### config.mk
export PLATFORM = sky130hd
export DESIGN_NAME = fam_core
export DESIGN_NICKNAME = d
export VERILOG_FILES = /design/src/hw/fam_pkg.sv /design/src/hw/fam_core.sv
export SDC_FILE = /design/constraint.sdc
export NUM_CORES = 2
export LEC_CHECK = 0
export BUFFER_PORTS_ARGS = -buffer_cell sky130_fd_sc_hd__buf_2
export CORE_MARGIN = 4
export CORE_UTILIZATION = 50
export CTS_CLUSTER_SIZE = 20
export DETAILED_ROUTE_END_ITERATION = 8
export GPL_TIMING_DRIVEN = 0
export PLACE_DENSITY = 0.69
export SYNTH_ARGS = -nofsm -noshare
export SYNTH_HDL_FRONTEND = slang
export SYNTH_SLANG_ARGS = --single-unit
### constraint.sdc
create_clock -name clk -period 9.4 [get_ports clk]
set_clock_uncertainty 0.15 [all_clocks]
set_input_delay 0.94 -clock clk [delete_from_list [all_inputs] [get_ports clk]]
set_output_delay 0.94 -clock clk [all_outputs]
set_load 0.1 [all_outputs]
### src/hw/fam_pkg.sv
// Shared constants, opcodes and types of the flash address-mode interpreter
package fam_pkg;
  // Register byte offsets on the AHB-Lite slave
  localparam logic [7:0] REG_SEG  = 8'h00;
  localparam logic [7:0] REG_CFG  = 8'h04;
  localparam logic [7:0] REG_STAT = 8'h08;
  // Field positions
  localparam int CFG_QPE   = 0;
  localparam int CFG_WIDE  = 5;
  localparam int CFG_DC_LO = 6;
  localparam int CFG_DC_HI = 7;
  localparam int STAT_QUAD = 0;
  localparam int STAT_BUSY = 1;
  // Reset values
  localparam logic       SEG_RST  = 1'b0;
  localparam logic [7:0] CFG_RST  = 8'h00;
  // Dummy counts (per-command defaults for config field zero, then values for field 1 to 3), array mask, page size
  localparam logic [3:0] DUM_FAST = 4'h8;
  localparam logic [3:0] DUM_DIO  = 4'h4;
  localparam logic [3:0] DUM_QIO  = 4'h6;
  localparam logic [3:0] DUM_CF1  = 4'h6;
  localparam logic [3:0] DUM_CF2  = 4'h8;
  localparam logic [3:0] DUM_CF3  = 4'ha;
  localparam logic [31:0] ARR_MASK = 32'h01ff_ffff;
  localparam logic [8:0]  PAGE_MAX = 9'h100;
  // Opcodes, three/four byte address sets
  localparam logic [7:0] OP_RD    = 8'h03, OP_RD4    = 8'h13;
  localparam logic [7:0] OP_FRD   = 8'h0b, OP_FRD4   = 8'h0c;
  localparam logic [7:0] OP_DIO   = 8'hbb, OP_DIO4   = 8'hbc;
  localparam logic [7:0] OP_DOUT  = 8'h3b, OP_DOUT4  = 8'h3c;
  localparam logic [7:0] OP_QOUT  = 8'h6b, OP_QOUT4  = 8'h6c;
  localparam logic [7:0] OP_QIO_B = 8'heb, OP_QIO_T  = 8'hea;
  localparam logic [7:0] OP_QIO4  = 8'hec;
  localparam logic [7:0] OP_PG    = 8'h02, OP_PG4    = 8'h12;
  localparam logic [7:0] OP_QPG   = 8'h38, OP_QPG4   = 8'h3e;
  localparam logic [7:0] OP_SCT   = 8'h20, OP_SCT4   = 8'h21;
  localparam logic [7:0] OP_HB    = 8'h52, OP_HB4    = 8'h5c;
  localparam logic [7:0] OP_BLK   = 8'hd8, OP_BLK4   = 8'hdc;
  localparam logic [7:0] OP_CE_A  = 8'h60, OP_CE_B   = 8'hc7;
  localparam logic [7:0] OP_Q_ON  = 8'h35, OP_Q_OFF  = 8'hf5;
  // Wide-address entry/exit opcodes, arbitrary values
  localparam logic [7:0] OP_W_ON  = 8'ha7, OP_W_OFF  = 8'ha9;

  typedef enum logic [8:0] {
    S_IDLE = 9'h001, S_CMD = 9'h002, S_ADDR = 9'h004, S_DUMMY = 9'h008,
    S_RDATA = 9'h010, S_WDATA = 9'h020, S_DONE = 9'h040, S_REJ = 9'h080,
    S_COMMIT = 9'h100
  } fam_state_t;

  typedef enum logic [2:0] {
    C_RD, C_PG, C_ER, C_CE, C_W_ON, C_W_OFF, C_Q_ON, C_Q_OFF
  } fam_cls_t;

  typedef enum logic [2:0] {
    K_PROG, K_ER4K, K_ER32K, K_ER64K, K_CHIP
  } fam_kind_t;

  typedef struct packed {
    logic      ok;
    fam_cls_t  cls;
    fam_kind_t kind;
    logic      four;
    logic [2:0] al;
    logic [2:0] dl;
    logic [3:0] dum;
    logic      top;
    logic      bot;
  } fam_dec_t;

  typedef struct packed {
    logic       req;
    fam_kind_t  kind;
    logic [31:0] addr;
    logic [7:0] data;
  } fam_arr_cmd_t;
endpackage

### src/hw/fam_core.sv
// Serial flash command interpreter with address modes and AHB-Lite registers
// How it works
// - Wide-address entry makes all addressed commands take 32-bit addresses until exit.
// - In wide-address mode the segment bit is ignored.
// - Dedicated four-byte opcodes always take a full 32-bit address.
// - Eight-bit volatile segment register supplies address bits 31..24 for 3-byte addresses.
// - Segment bits 7..1 read zero; bit 0 resets to 0, picks a half.
// - Three-byte reads (except EBh bottom / EAh top), programs, erases act in the selected half.
// - Continuous read rolls from end of a half into next, segment unchanged.
// - Random access start confined to the selected half.
// - Whole-array wipe 60h/C7h erases everything, ignoring the segment.
// - Opcode 35h enters four-line protocol, quad-pins flag untouched.
// - Opcode F5h returns to single-line command protocol.
// - 02h and 38h accept 1 to 256 bytes for the page.
// - 20h, 52h, D8h erase 4KB, 32KB, 64KB in either protocol.
// - Config bits 6 and 7 set the dummy count.
// - Write-type commands run only if deselect lands on a byte boundary.
// - Inputs sampled on rising clock edge, outputs shifted on falling edge.
// - Unknown command goes to standby, outputs off until next select.
//
// Chosen here: the AHB-Lite slave port and the address map.
module fam_core
  import fam_pkg::*;
(
  input  wire logic         clk,
  input  wire logic         rst_n,
  input  wire logic         hsel,
  input  wire logic [31:0]  haddr,
  input  wire logic [1:0]   htrans,
  input  wire logic         hwrite,
  input  wire logic [2:0]   hsize,
  input  wire logic [31:0]  hwdata,
  input  wire logic         hready,
  output logic [31:0]       hrdata,
  output logic              hreadyout,
  output logic              hresp,
  input  wire logic         cs_n,
  input  wire logic         sclk,
  input  wire logic [3:0]   io_in,
  output logic [3:0]        io_out,
  output logic [3:0]        io_oe,
  output logic [31:0]       arr_raddr,
  input  wire logic [7:0]   arr_rdata,
  output fam_arr_cmd_t      arr_cmd
);
  logic [2:0]   cs_s, sck_s;
  logic [3:0]   io_s1, io_s2;
  fam_state_t   st_q, st_d;
  fam_dec_t     dec_q, dec_d;
  fam_arr_cmd_t cmd_q, cmd_d;
  logic [5:0]   bc_q, bc_d, bn, alen;
  logic [31:0]  sh_q, sh_d, shn, ad_q, ad_d;
  logic [3:0]   dn_q, dn_d, dum, io_q, io_d, oe_q, oe_d;
  logic [7:0]   os_q, os_d, byt, ix_q, ix_d;
  logic [8:0]   cnt_q, cnt_d;
  logic [2:0]   ln;
  logic [1:0]   dcf_q, dcf_d;
  logic         seg_q, seg_d, wide_q, wide_d, qpe_q, qpe_d, quad_q, quad_d;
  logic         cs, cs_rise, cs_fall, sck_rise, sck_fall, fw, hi, we;
  logic         wr_q, wr_d;
  logic [7:0]   wa_q, wa_d;
  logic [31:0]  rd_q, rd_d;
  logic [7:0]   pbuf [256];

  // Two-flop synchronisers; edges taken from stages two and three
  always_ff @(posedge clk) begin
    if (!rst_n) begin
      cs_s  <= 3'h7;
      sck_s <= 3'h0;
      io_s1 <= 4'h0;
      io_s2 <= 4'h0;
    end else begin
      cs_s  <= {cs_s[1:0], cs_n};
      sck_s <= {sck_s[1:0], sclk};
      io_s1 <= io_in;
      io_s2 <= io_s1;
    end
  end
  assign cs       = cs_s[1];
  assign cs_rise  = cs_s[1] & ~cs_s[2];
  assign cs_fall  = ~cs_s[1] & cs_s[2];
  assign sck_rise = sck_s[1] & ~sck_s[2];
  assign sck_fall = ~sck_s[1] & sck_s[2];

  function automatic fam_dec_t dec(input logic [7:0] op, input logic q);
    fam_dec_t d;
    d      = '0;
    d.ok   = 1'b1;
    d.cls  = C_RD;
    d.kind = K_PROG;
    d.al   = 3'd1;
    d.dl   = 3'd1;
    d.four = op inside {OP_RD4, OP_FRD4, OP_DIO4, OP_DOUT4, OP_QOUT4, OP_QIO4,
                        OP_PG4, OP_QPG4, OP_SCT4, OP_HB4, OP_BLK4};
    case (op)
      OP_RD, OP_RD4: d.ok = ~q;
      OP_FRD, OP_FRD4: begin
        d.ok  = ~q;
        d.dum = DUM_FAST;
      end
      OP_DIO, OP_DIO4: begin
        d.ok  = ~q;
        d.al  = 3'd2;
        d.dl  = 3'd2;
        d.dum = DUM_DIO;
      end
      OP_DOUT, OP_DOUT4: begin
        d.ok  = ~q;
        d.dl  = 3'd2;
        d.dum = DUM_FAST;
      end
      OP_QOUT, OP_QOUT4: begin
        d.ok  = ~q;
        d.dl  = 3'd4;
        d.dum = DUM_FAST;
      end
      OP_QIO_B, OP_QIO_T, OP_QIO4: begin
        d.al  = 3'd4;
        d.dl  = 3'd4;
        d.dum = DUM_QIO;
        d.top = op == OP_QIO_T;
        d.bot = op == OP_QIO_B;
      end
      OP_PG, OP_PG4: d.cls = C_PG;
      OP_QPG, OP_QPG4: begin
        d.ok  = ~q;
        d.cls = C_PG;
        d.dl  = 3'd4;
      end
      OP_SCT, OP_SCT4: begin
        d.cls  = C_ER;
        d.kind = K_ER4K;
      end
      OP_HB, OP_HB4: begin
        d.cls  = C_ER;
        d.kind = K_ER32K;
      end
      OP_BLK, OP_BLK4: begin
        d.cls  = C_ER;
        d.kind = K_ER64K;
      end
      OP_CE_A, OP_CE_B: begin
        d.cls  = C_CE;
        d.kind = K_CHIP;
      end
      OP_W_ON:  d.cls = C_W_ON;
      OP_W_OFF: d.cls = C_W_OFF;
      OP_Q_ON: begin
        d.ok  = ~q;
        d.cls = C_Q_ON;
      end
      OP_Q_OFF: begin
        d.ok  = q;
        d.cls = C_Q_OFF;
      end
      default: d.ok = 1'b0;
    endcase
    if (q) begin
      d.al = 3'd4;
      d.dl = 3'd4;
    end
    return d;
  endfunction

  always_comb begin
    st_d   = st_q;
    dec_d  = dec_q;
    bc_d   = bc_q;
    sh_d   = sh_q;
    ad_d   = ad_q;
    dn_d   = dn_q;
    os_d   = os_q;
    io_d   = io_q;
    oe_d   = oe_q;
    cnt_d  = cnt_q;
    ix_d   = ix_q;
    cmd_d  = '0;
    seg_d  = seg_q;
    wide_d = wide_q;
    qpe_d  = qpe_q;
    dcf_d  = dcf_q;
    quad_d = quad_q;
    we     = 1'b0;
    byt    = os_q;
    ln     = (st_q == S_CMD) ? (quad_q ? 3'd4 : 3'd1) : (st_q == S_ADDR) ? dec_q.al : dec_q.dl;
    case (ln)
      3'd2:    shn = {sh_q[29:0], io_s2[1:0]};
      3'd4:    shn = {sh_q[27:0], io_s2};
      default: shn = {sh_q[30:0], io_s2[0]};
    endcase
    bn   = bc_q + {3'h0, ln};
    fw   = dec_q.four | wide_q;
    alen = fw ? 6'd32 : 6'd24;
    hi   = dec_q.top | (seg_q & ~dec_q.bot);
    unique case (dcf_q)
      2'd1:    dum = DUM_CF1;
      2'd2:    dum = DUM_CF2;
      2'd3:    dum = DUM_CF3;
      default: dum = dec_q.dum;
    endcase
    if (dec_q.dum == 4'h0) dum = 4'h0;
    if (wr_q && wa_q == REG_SEG) begin
      seg_d = hwdata[0];
    end
    if (wr_q && wa_q == REG_CFG) begin
      qpe_d  = hwdata[CFG_QPE];
      wide_d = hwdata[CFG_WIDE];
      dcf_d  = hwdata[CFG_DC_HI:CFG_DC_LO];
    end
    if (st_q == S_COMMIT) begin
      cmd_d.req  = 1'b1;
      cmd_d.kind = K_PROG;
      cmd_d.addr = {ad_q[31:8], ad_q[7:0] + ix_q};
      cmd_d.data = pbuf[ix_q];
      ix_d       = ix_q + 8'h1;
      if ({1'b0, ix_q} + 9'h1 == cnt_q) st_d = S_IDLE;
    end else if (cs_rise) begin
      oe_d = 4'h0;
      st_d = S_IDLE;
      // execute only when complete at a byte boundary
      if (st_q == S_DONE) begin
        unique case (dec_q.cls)
          C_ER, C_CE: begin
            cmd_d.req  = 1'b1;
            cmd_d.kind = dec_q.kind;
            cmd_d.addr = (dec_q.cls == C_CE) ? 32'h0 : ad_q;
          end
          C_W_ON:  wide_d = 1'b1;
          C_W_OFF: wide_d = 1'b0;
          C_Q_ON:  quad_d = 1'b1;
          C_Q_OFF: quad_d = 1'b0;
          default: ;
        endcase
      end else if (st_q == S_WDATA && bc_q == 6'h0 && cnt_q != 9'h0) begin
        st_d = S_COMMIT;
        ix_d = 8'h0;
      end
    end else if (cs_fall) begin
      st_d = S_CMD;
      bc_d = 6'h0;
      oe_d = 4'h0;
    end else if (sck_rise && !cs) begin
      unique case (st_q)
        S_CMD: begin
          sh_d = shn;
          bc_d = bn;
          if (bn == 6'd8) begin
            dec_d = dec(shn[7:0], quad_q);
            bc_d  = 6'h0;
            if (!dec_d.ok) st_d = S_REJ;
            else if (dec_d.cls inside {C_RD, C_PG, C_ER}) st_d = S_ADDR;
            else st_d = S_DONE;
          end
        end
        S_ADDR: begin
          sh_d = shn;
          bc_d = bn;
          if (bn == alen) begin
            bc_d = 6'h0;
            ad_d = fw ? shn : {7'h0, hi, shn[23:0]};
            if (dec_q.cls == C_ER) st_d = S_DONE;
            else if (dec_q.cls == C_PG) begin
              st_d  = S_WDATA;
              cnt_d = 9'h0;
            end else if (dum != 4'h0) begin
              st_d = S_DUMMY;
              dn_d = dum;
            end else st_d = S_RDATA;
          end
        end
        S_DUMMY: begin
          dn_d = dn_q - 4'h1;
          if (dn_q == 4'h1) st_d = S_RDATA;
        end
        S_WDATA: begin
          sh_d = shn;
          bc_d = bn;
          if (bn == 6'd8) begin
            bc_d = 6'h0;
            if (cnt_q != PAGE_MAX) begin
              we    = 1'b1;
              cnt_d = cnt_q + 9'h1;
            end
          end
        end
        // extra bits after a full command reject it
        S_DONE:  st_d = S_REJ;
        default: ;
      endcase
    end else if (sck_fall && !cs && st_q == S_RDATA) begin
      byt = (bc_q == 6'h0) ? arr_rdata : os_q;
      unique case (dec_q.dl)
        3'd2: begin
          io_d = {2'h0, byt[7:6]};
          oe_d = 4'h3;
          os_d = {byt[5:0], 2'h0};
        end
        3'd4: begin
          io_d = byt[7:4];
          oe_d = 4'hf;
          os_d = {byt[3:0], 4'h0};
        end
        default: begin
          io_d = {2'h0, byt[7], 1'b0};
          oe_d = 4'h2;
          os_d = {byt[6:0], 1'b0};
        end
      endcase
      bc_d = bc_q + {3'h0, dec_q.dl};
      if (bc_d == 6'd8) begin
        bc_d = 6'h0;
        ad_d = (ad_q + 32'h1) & ARR_MASK;
      end
    end
  end

  always_ff @(posedge clk) begin
    if (!rst_n) begin
      st_q   <= S_IDLE;
      dec_q  <= '0;
      bc_q   <= 6'h0;
      sh_q   <= 32'h0;
      ad_q   <= 32'h0;
      dn_q   <= 4'h0;
      os_q   <= 8'h0;
      io_q   <= 4'h0;
      oe_q   <= 4'h0;
      cnt_q  <= 9'h0;
      ix_q   <= 8'h0;
      cmd_q  <= '0;
      seg_q  <= SEG_RST;
      wide_q <= CFG_RST[CFG_WIDE];
      qpe_q  <= CFG_RST[CFG_QPE];
      dcf_q  <= CFG_RST[CFG_DC_HI:CFG_DC_LO];
      quad_q <= 1'b0;
    end else begin
      st_q   <= st_d;
      dec_q  <= dec_d;
      bc_q   <= bc_d;
      sh_q   <= sh_d;
      ad_q   <= ad_d;
      dn_q   <= dn_d;
      os_q   <= os_d;
      io_q   <= io_d;
      oe_q   <= oe_d;
      cnt_q  <= cnt_d;
      ix_q   <= ix_d;
      cmd_q  <= cmd_d;
      seg_q  <= seg_d;
      wide_q <= wide_d;
      qpe_q  <= qpe_d;
      dcf_q  <= dcf_d;
      quad_q <= quad_d;
    end
  end

  // Page held until deselect so a ragged end can still be rejected
  always_ff @(posedge clk) begin
    if (we) pbuf[cnt_q[7:0]] <= shn[7:0];
  end

  // AHB-Lite slave, zero wait states; reads see same-cycle writes
  always_comb begin
    wr_d = hsel & hready & htrans[1] & hwrite;
    wa_d = haddr[7:0];
    rd_d = 32'h0;
    if (hsel && hready && htrans[1] && !hwrite) begin
      unique case (haddr[7:0])
        REG_SEG:  rd_d = {31'h0, seg_d};
        REG_CFG:  rd_d = {24'h0, dcf_d, wide_d, 4'h0, qpe_d};
        REG_STAT: rd_d = {30'h0, st_q == S_COMMIT, quad_q};
        default:  rd_d = 32'h0;
      endcase
    end
  end

  always_ff @(posedge clk) begin
    if (!rst_n) begin
      wr_q <= 1'b0;
      wa_q <= 8'h0;
      rd_q <= 32'h0;
    end else begin
      wr_q <= wr_d;
      wa_q <= wa_d;
      rd_q <= rd_d;
    end
  end

  assign hrdata    = rd_q;
  assign hreadyout = 1'b1;
  assign hresp     = 1'b0;
  assign io_out    = io_q;
  assign io_oe     = oe_q;
  assign arr_raddr = ad_q;
  assign arr_cmd   = cmd_q;

  seg_rdzero_a: assert property (@(posedge clk) disable iff (!rst_n)
    hsel && hready && htrans[1] && !hwrite && haddr[7:0] == REG_SEG |=> hrdata[31:1] == 31'h0)
    else $error("segment upper bits not zero");
  wide_enter_a: assert property (@(posedge clk) disable iff (!rst_n)
    st_q == S_DONE && cs_rise && dec_q.cls == C_W_ON |=> wide_q ##1 wide_q)
    else $error("wide address flag not set");
  quad_enter_a: assert property (@(posedge clk) disable iff (!rst_n)
    st_q == S_DONE && cs_rise && dec_q.cls == C_Q_ON && !wr_q |=> quad_q && $stable(qpe_q))
    else $error("four-line entry wrong");
  quad_leave_a: assert property (@(posedge clk) disable iff (!rst_n)
    st_q == S_DONE && cs_rise && dec_q.cls == C_Q_OFF |=> !quad_q)
    else $error("four-line exit failed");
  addr_len_a: assert property (@(posedge clk) disable iff (!rst_n)
    st_q == S_ADDR && sck_rise && !cs && !cs_rise && dec_q.four && bn < 6'd32 |=> st_q == S_ADDR)
    else $error("four-byte address cut short");
  standby_hiz_a: assert property (@(posedge clk) disable iff (!rst_n)
    st_q == S_REJ |-> io_oe == 4'h0)
    else $error("output driven in standby");
  chip_wipe_a: assert property (@(posedge clk) disable iff (!rst_n)
    st_q == S_DONE && cs_rise && dec_q.cls == C_CE |=> arr_cmd.req && arr_cmd.kind == K_CHIP && arr_cmd.addr == 32'h0)
    else $error("whole-array wipe not issued");
  ragged_end_a: assert property (@(posedge clk) disable iff (!rst_n)
    cs_rise && st_q == S_WDATA && bc_q != 6'h0 |=> !arr_cmd.req && st_q == S_IDLE)
    else $error("ragged program executed");
  fall_shift_a: assert property (@(posedge clk) disable iff (!rst_n)
    $changed(io_out) && !$past(cs_rise) && !$past(cs_fall) |-> $past(sck_fall))
    else $error("output changed off falling edge");
endmodule

==> results_tabular.tex <==
\begin{tabular}{lr}
\hline
Metric & Value \\
\hline
\multicolumn{2}{l}{\textbf{Power}} \\
Power per Cell Area & 194.1 mW/mm2 \\
Power consumption & between 15000 and 20000 uW \\
Lkg Pwr & approximately 0.032 uW \\
Psw & 4005 uW \\
Relative contribution of combinational cells to total power & 0.7\% \\
Switching share of power & around 20\% \\
Share of total power in sequential cells & between 50\% and 60\% \\
Int Pwr & about 16000 uW \\
Portion of total power attributed to the clock network & between 40 and 50\% \\
Peak VDD IR & 0.2072 mV \\
\multicolumn{2}{l}{\textbf{Critical path}} \\
Worst EP arrival & around 8 ns \\
Crit Path Class & flop to flop \\
CP required & 9.75 ns \\
Critical path's top delay family & simple AND/OR/NAND/NOR gates \\
Reg2reg start & st\_q[3]\$\_SDFFE\_PN0P\_ \\
Cell breakdown of the critical path & or4\_1 > buf\_4 > nor2\_2 > a22oi\_2 > inv\_2 > buf\_4 > ha\_1 > inv\_1 > fa\_1 > xnor2\_1 > or3b\_2 > or4\_1 > a211o\_1 > or3\_1 > nor3b\_1 > nand2\_1 > clkbuf\_1 > nor2\_1 \\
CP Launch Type & flop \\
Crit path largest cell delay & between 0.8 and 0.9 ns \\
Crit-path slowest cell & nor3b\_1 \\
Worst Reg-to-Reg Cells & 18 \\
Register-to-register setup slack & 1.50 ns \\
Category of the worst setup path capture point & flop \\
End of the worst register-to-register path & pbuf[159][7]\$\_DFFE\_PP\_ \\
Total buffers and inverters traversed by the critical path & 5 \\
Worst-path fanout max & 10 \\
Crit. path cell count & 18 \\
\multicolumn{2}{l}{\textbf{Min path}} \\
Startpoint of the most critical hold path & cs\_n \\
Terminating pin of the worst hold path & cs\_s[0]\$\_SDFF\_PN1\_ \\
Hold Path Class & input port to flop \\
Number of cells traversed by the worst hold path & 2 \\
\multicolumn{2}{l}{\textbf{Detailed routing}} \\
Antenna Nets Post-Route & 0 \\
Number of design-rule violations left by the first detailed-router iteration & around 7200 \\
Number of remaining DRC errors & 0 \\
Via count & 49590 \\
Routed via count divided by cell count & roughly 6.5 \\
TritonRoute pass-1 iters & 7 \\
Mean routed wirelength per cell & roughly 33 um \\
Drt total wl & 254800 um \\
\multicolumn{2}{l}{\textbf{Final layout}} \\
Relative area change from synthesis to final layout & 12.70\% \\
Utilization of the core after routing & 56.84\% \\
Net count reported at finish & about 5200 \\
Layout cells sized above 1 & between 20\% and 30\% \\
Layout filler cell count & between 10000 and 15000 \\
\multicolumn{2}{l}{\textbf{Synth}} \\
Post-synth top flop & edfxtp\_1 \\
Unique masters post-synth & 96 \\
Synthesis warning total & 0 \\
Synthesis-stage register bit count & 2257 \\
Share of flip-flops with an asynchronous set or reset after synthesis & 0\% \\
Post-synthesis area per instance & around 19 um2 \\
Top-count cell post-synth & edfxtp\_1 \\
Sequential-to-total area share from yosys stat & between 70\% and 80\% \\
Most frequent cells after synthesis & edfxtp\_1 (2048), mux4\_2 (678), nor2\_1 (463) \\
Largest area contributor in the netlist & edfxtp\_1 \\
Cell Area, Synth & $\sim$0.090 mm2 \\
Top-area cell type share of the netlist area & 68.19\% \\
Post-synthesis cell count & approximately 4700 \\
Number of synthesized flops with an enable pin & roughly 2000 \\
Ranking of synthesized cells by area & edfxtp\_1 (68\%), mux4\_2 (17\%), dfxtp\_1 (4.6\%) \\
\multicolumn{2}{l}{\textbf{CTS}} \\
CTS sink cnt & roughly 2300 \\
TritonCTS Buffers & around 220 \\
Gates resized, CTS repair & 0 \\
Total of hold buffers inserted after clock tree synthesis & 0 \\
Number of buffers on the longest clock path & 3 \\
Register clock-pin slew on the reported worst setup and hold paths & approximately 0.060 ns \\
CTS H-tree lvls & 4 \\
Clock latency reported for the late side of the worst-skew pair & between 0.8 and 0.9 ns \\
Cell chosen for the clock root & clkbuf\_16 \\
Post-CTS setup buffer count & 0 \\
TritonCTS clock tree & yes \\
\multicolumn{2}{l}{\textbf{Run status}} \\
Outcome & complete, but fails checks \\
Violations in the final reports & max-capacitance violations, max-slew violations \\
\multicolumn{2}{l}{\textbf{Die}} \\
Starting Density & between 50 and 60\% \\
DIE AREA & about 0.19 mm2 \\
Placement Rows & 155 \\
Floorplan die width & approximately 430 um \\
I/O pin cnt & 206 \\
Core footprint & 0.1788 mm2 \\
Height of the die & roughly 430 um \\
\multicolumn{2}{l}{\textbf{STA}} \\
Shortest period the worst path allows & approximately 7.9 ns \\
Fmax & around 130 MHz \\
Worst slew margin relative to its limit & -3.122\% \\
RSZ-0062 raised after global routing & false \\
Final hold violation count & 0 \\
Hold Worst Slack & between 0.1 and 0.15 ns \\
Final worst-path cycle share & a little over four fifths \\
Count of final max-slew check failures & 22 \\
Setup-failing EPs final & 0 \\
Worst-Margin Slew & around 1.5 ns \\
PnR worst setup slack & 1.504 ns \\
\multicolumn{2}{l}{\textbf{GRT}} \\
First-pass GRT wire length & roughly 360000 um \\
Total global routing overflow & 0 \\
GRT Total Usage & 27.42\% \\
Antenna violations before repair & 13 \\
Via count of the first global-routing pass & 47770 \\
Largest net degree at the start of global routing & between 150 and 200 \\
\multicolumn{2}{l}{\textbf{Placement}} \\
Final RePlAce weighted congestion & around 0.95 \\
Post-detailed-placement half-perimeter wirelength & approximately 170000 um \\
Number of buffers inserted by port buffering & 119 \\
Worst slack at placement & 1.767 ns \\
\multicolumn{2}{l}{\textbf{Run}} \\
Max-cap violation count & 3 \\
\hline
\end{tabular}
[power by group through the flow]
stage	logic [uW]	registers, uW	clock network, uW
after floorplan	95.7	11000	0
after global routing	148	10800	9310
after global placement	127	11000	0
after detailed placement	140	11000	0
final	143	10800	8780
after CTS	140	10800	8850
[how the worst max path moves through the flow]
stage                               startpoint                     end
after detailed placement  st_q[0]$_SDFFE_PN1P_  pbuf[103][4]$_DFFE_PP_
final                     st_q[3]$_SDFFE_PN0P_  pbuf[159][7]$_DFFE_PP_
after floorplan           st_q[0]$_SDFFE_PN1P_    st_q[7]$_SDFFE_PN0P_
after global routing      st_q[0]$_SDFFE_PN1P_  pbuf[111][4]$_DFFE_PP_
after CTS                 st_q[0]$_SDFFE_PN1P_  pbuf[103][1]$_DFFE_PP_
after global placement    st_q[8]$_SDFFE_PN0P_  pbuf[242][7]$_DFFE_PP_
[per-layer routing]
layer  share of wire [%]  wire length [um]  global-route usage, %  vias to the layer above
li1                    -                 -                      -                    19910
met1                  37             94940                  37.66                    25760
met2                  47            118800                  42.33                     3330
met3                  11             28640                  6.948                      585
met4                 4.8             12340                  11.43                        2
met5               0.055               140                      0                        -
[metrics by stage]
step / area, um2 / TNS (ns) / instances
after detailed placement: 94350 / 0 / 7222
after CTS: 101600 / 0 / 7628
final: 101600 / 0 / 7642
after global routing: 101600 / 0 / 7631
after floorplan: 90280 / 0 / 4730
after global placement: 93830 / -3110.53 / 7204
[layout by cell type (no fill, tap or decap), types with 21 or more instances in the layout]
cell type and instances:
a21oi_1 144, and2_1 60, buf_1 59, buf_2 145, buf_4 35, clkbuf_1 208, clkbuf_16 219, clkbuf_2 30
clkinv_1 40, clkinv_2 36, conb_1 29, dfxtp_1 208, edfxtp_1 2048, ha_1 24, inv_1 40, mux4_2 678
nand2_1 179, nand3_1 43, nand4_1 21, nor2_1 462, nor3_1 46, o21ai_0 62, o22ai_1 33
[layout make-up]
cell class,count,area (um2),share of cell area (%)
sequential,2257,65690,64.63
antenna,12,30.03,0.02955
buffer,307,1356,1.335
inverter,46,210.2,0.2068
timing repair buffer,139,1066,1.049
clock buffer,273,5707,5.615
clock inverter,133,1503,1.479
tap,2355,2947,2.899
multi-input combinational,2120,23130,22.76
[cells by family (layout without fill, tap and decap cells)]
logic type                 after synthesis  after routing  synth area share, %
AOI/OAI and AO/OA                      401            401                2.937
adders and majority gates               27             27               0.3996
other                                    2             41             0.008328
xor gates and xnor gates                36             36               0.3496
muxes                                  700            700                17.18
buffers and inverters                  353            898                1.641
and+or+nand+nor                        927            927                4.651
DFF                                   2257           2257                72.83
[sequential cells by signal (all words and copies together) (netlist names), 4 cells and up]
signal     count
pbuf        2048
arr_cmd       44
arr_raddr     32
sh_q          31
dec_q         18
cnt_q          9
st_q           9
ix_q           8
wa_q           8
os_q           7
bc_q           6
hrdata         5
dn_q           4
io_out         4
io_s1          4
io_s2          4
(Power assumes the default switching activity.)
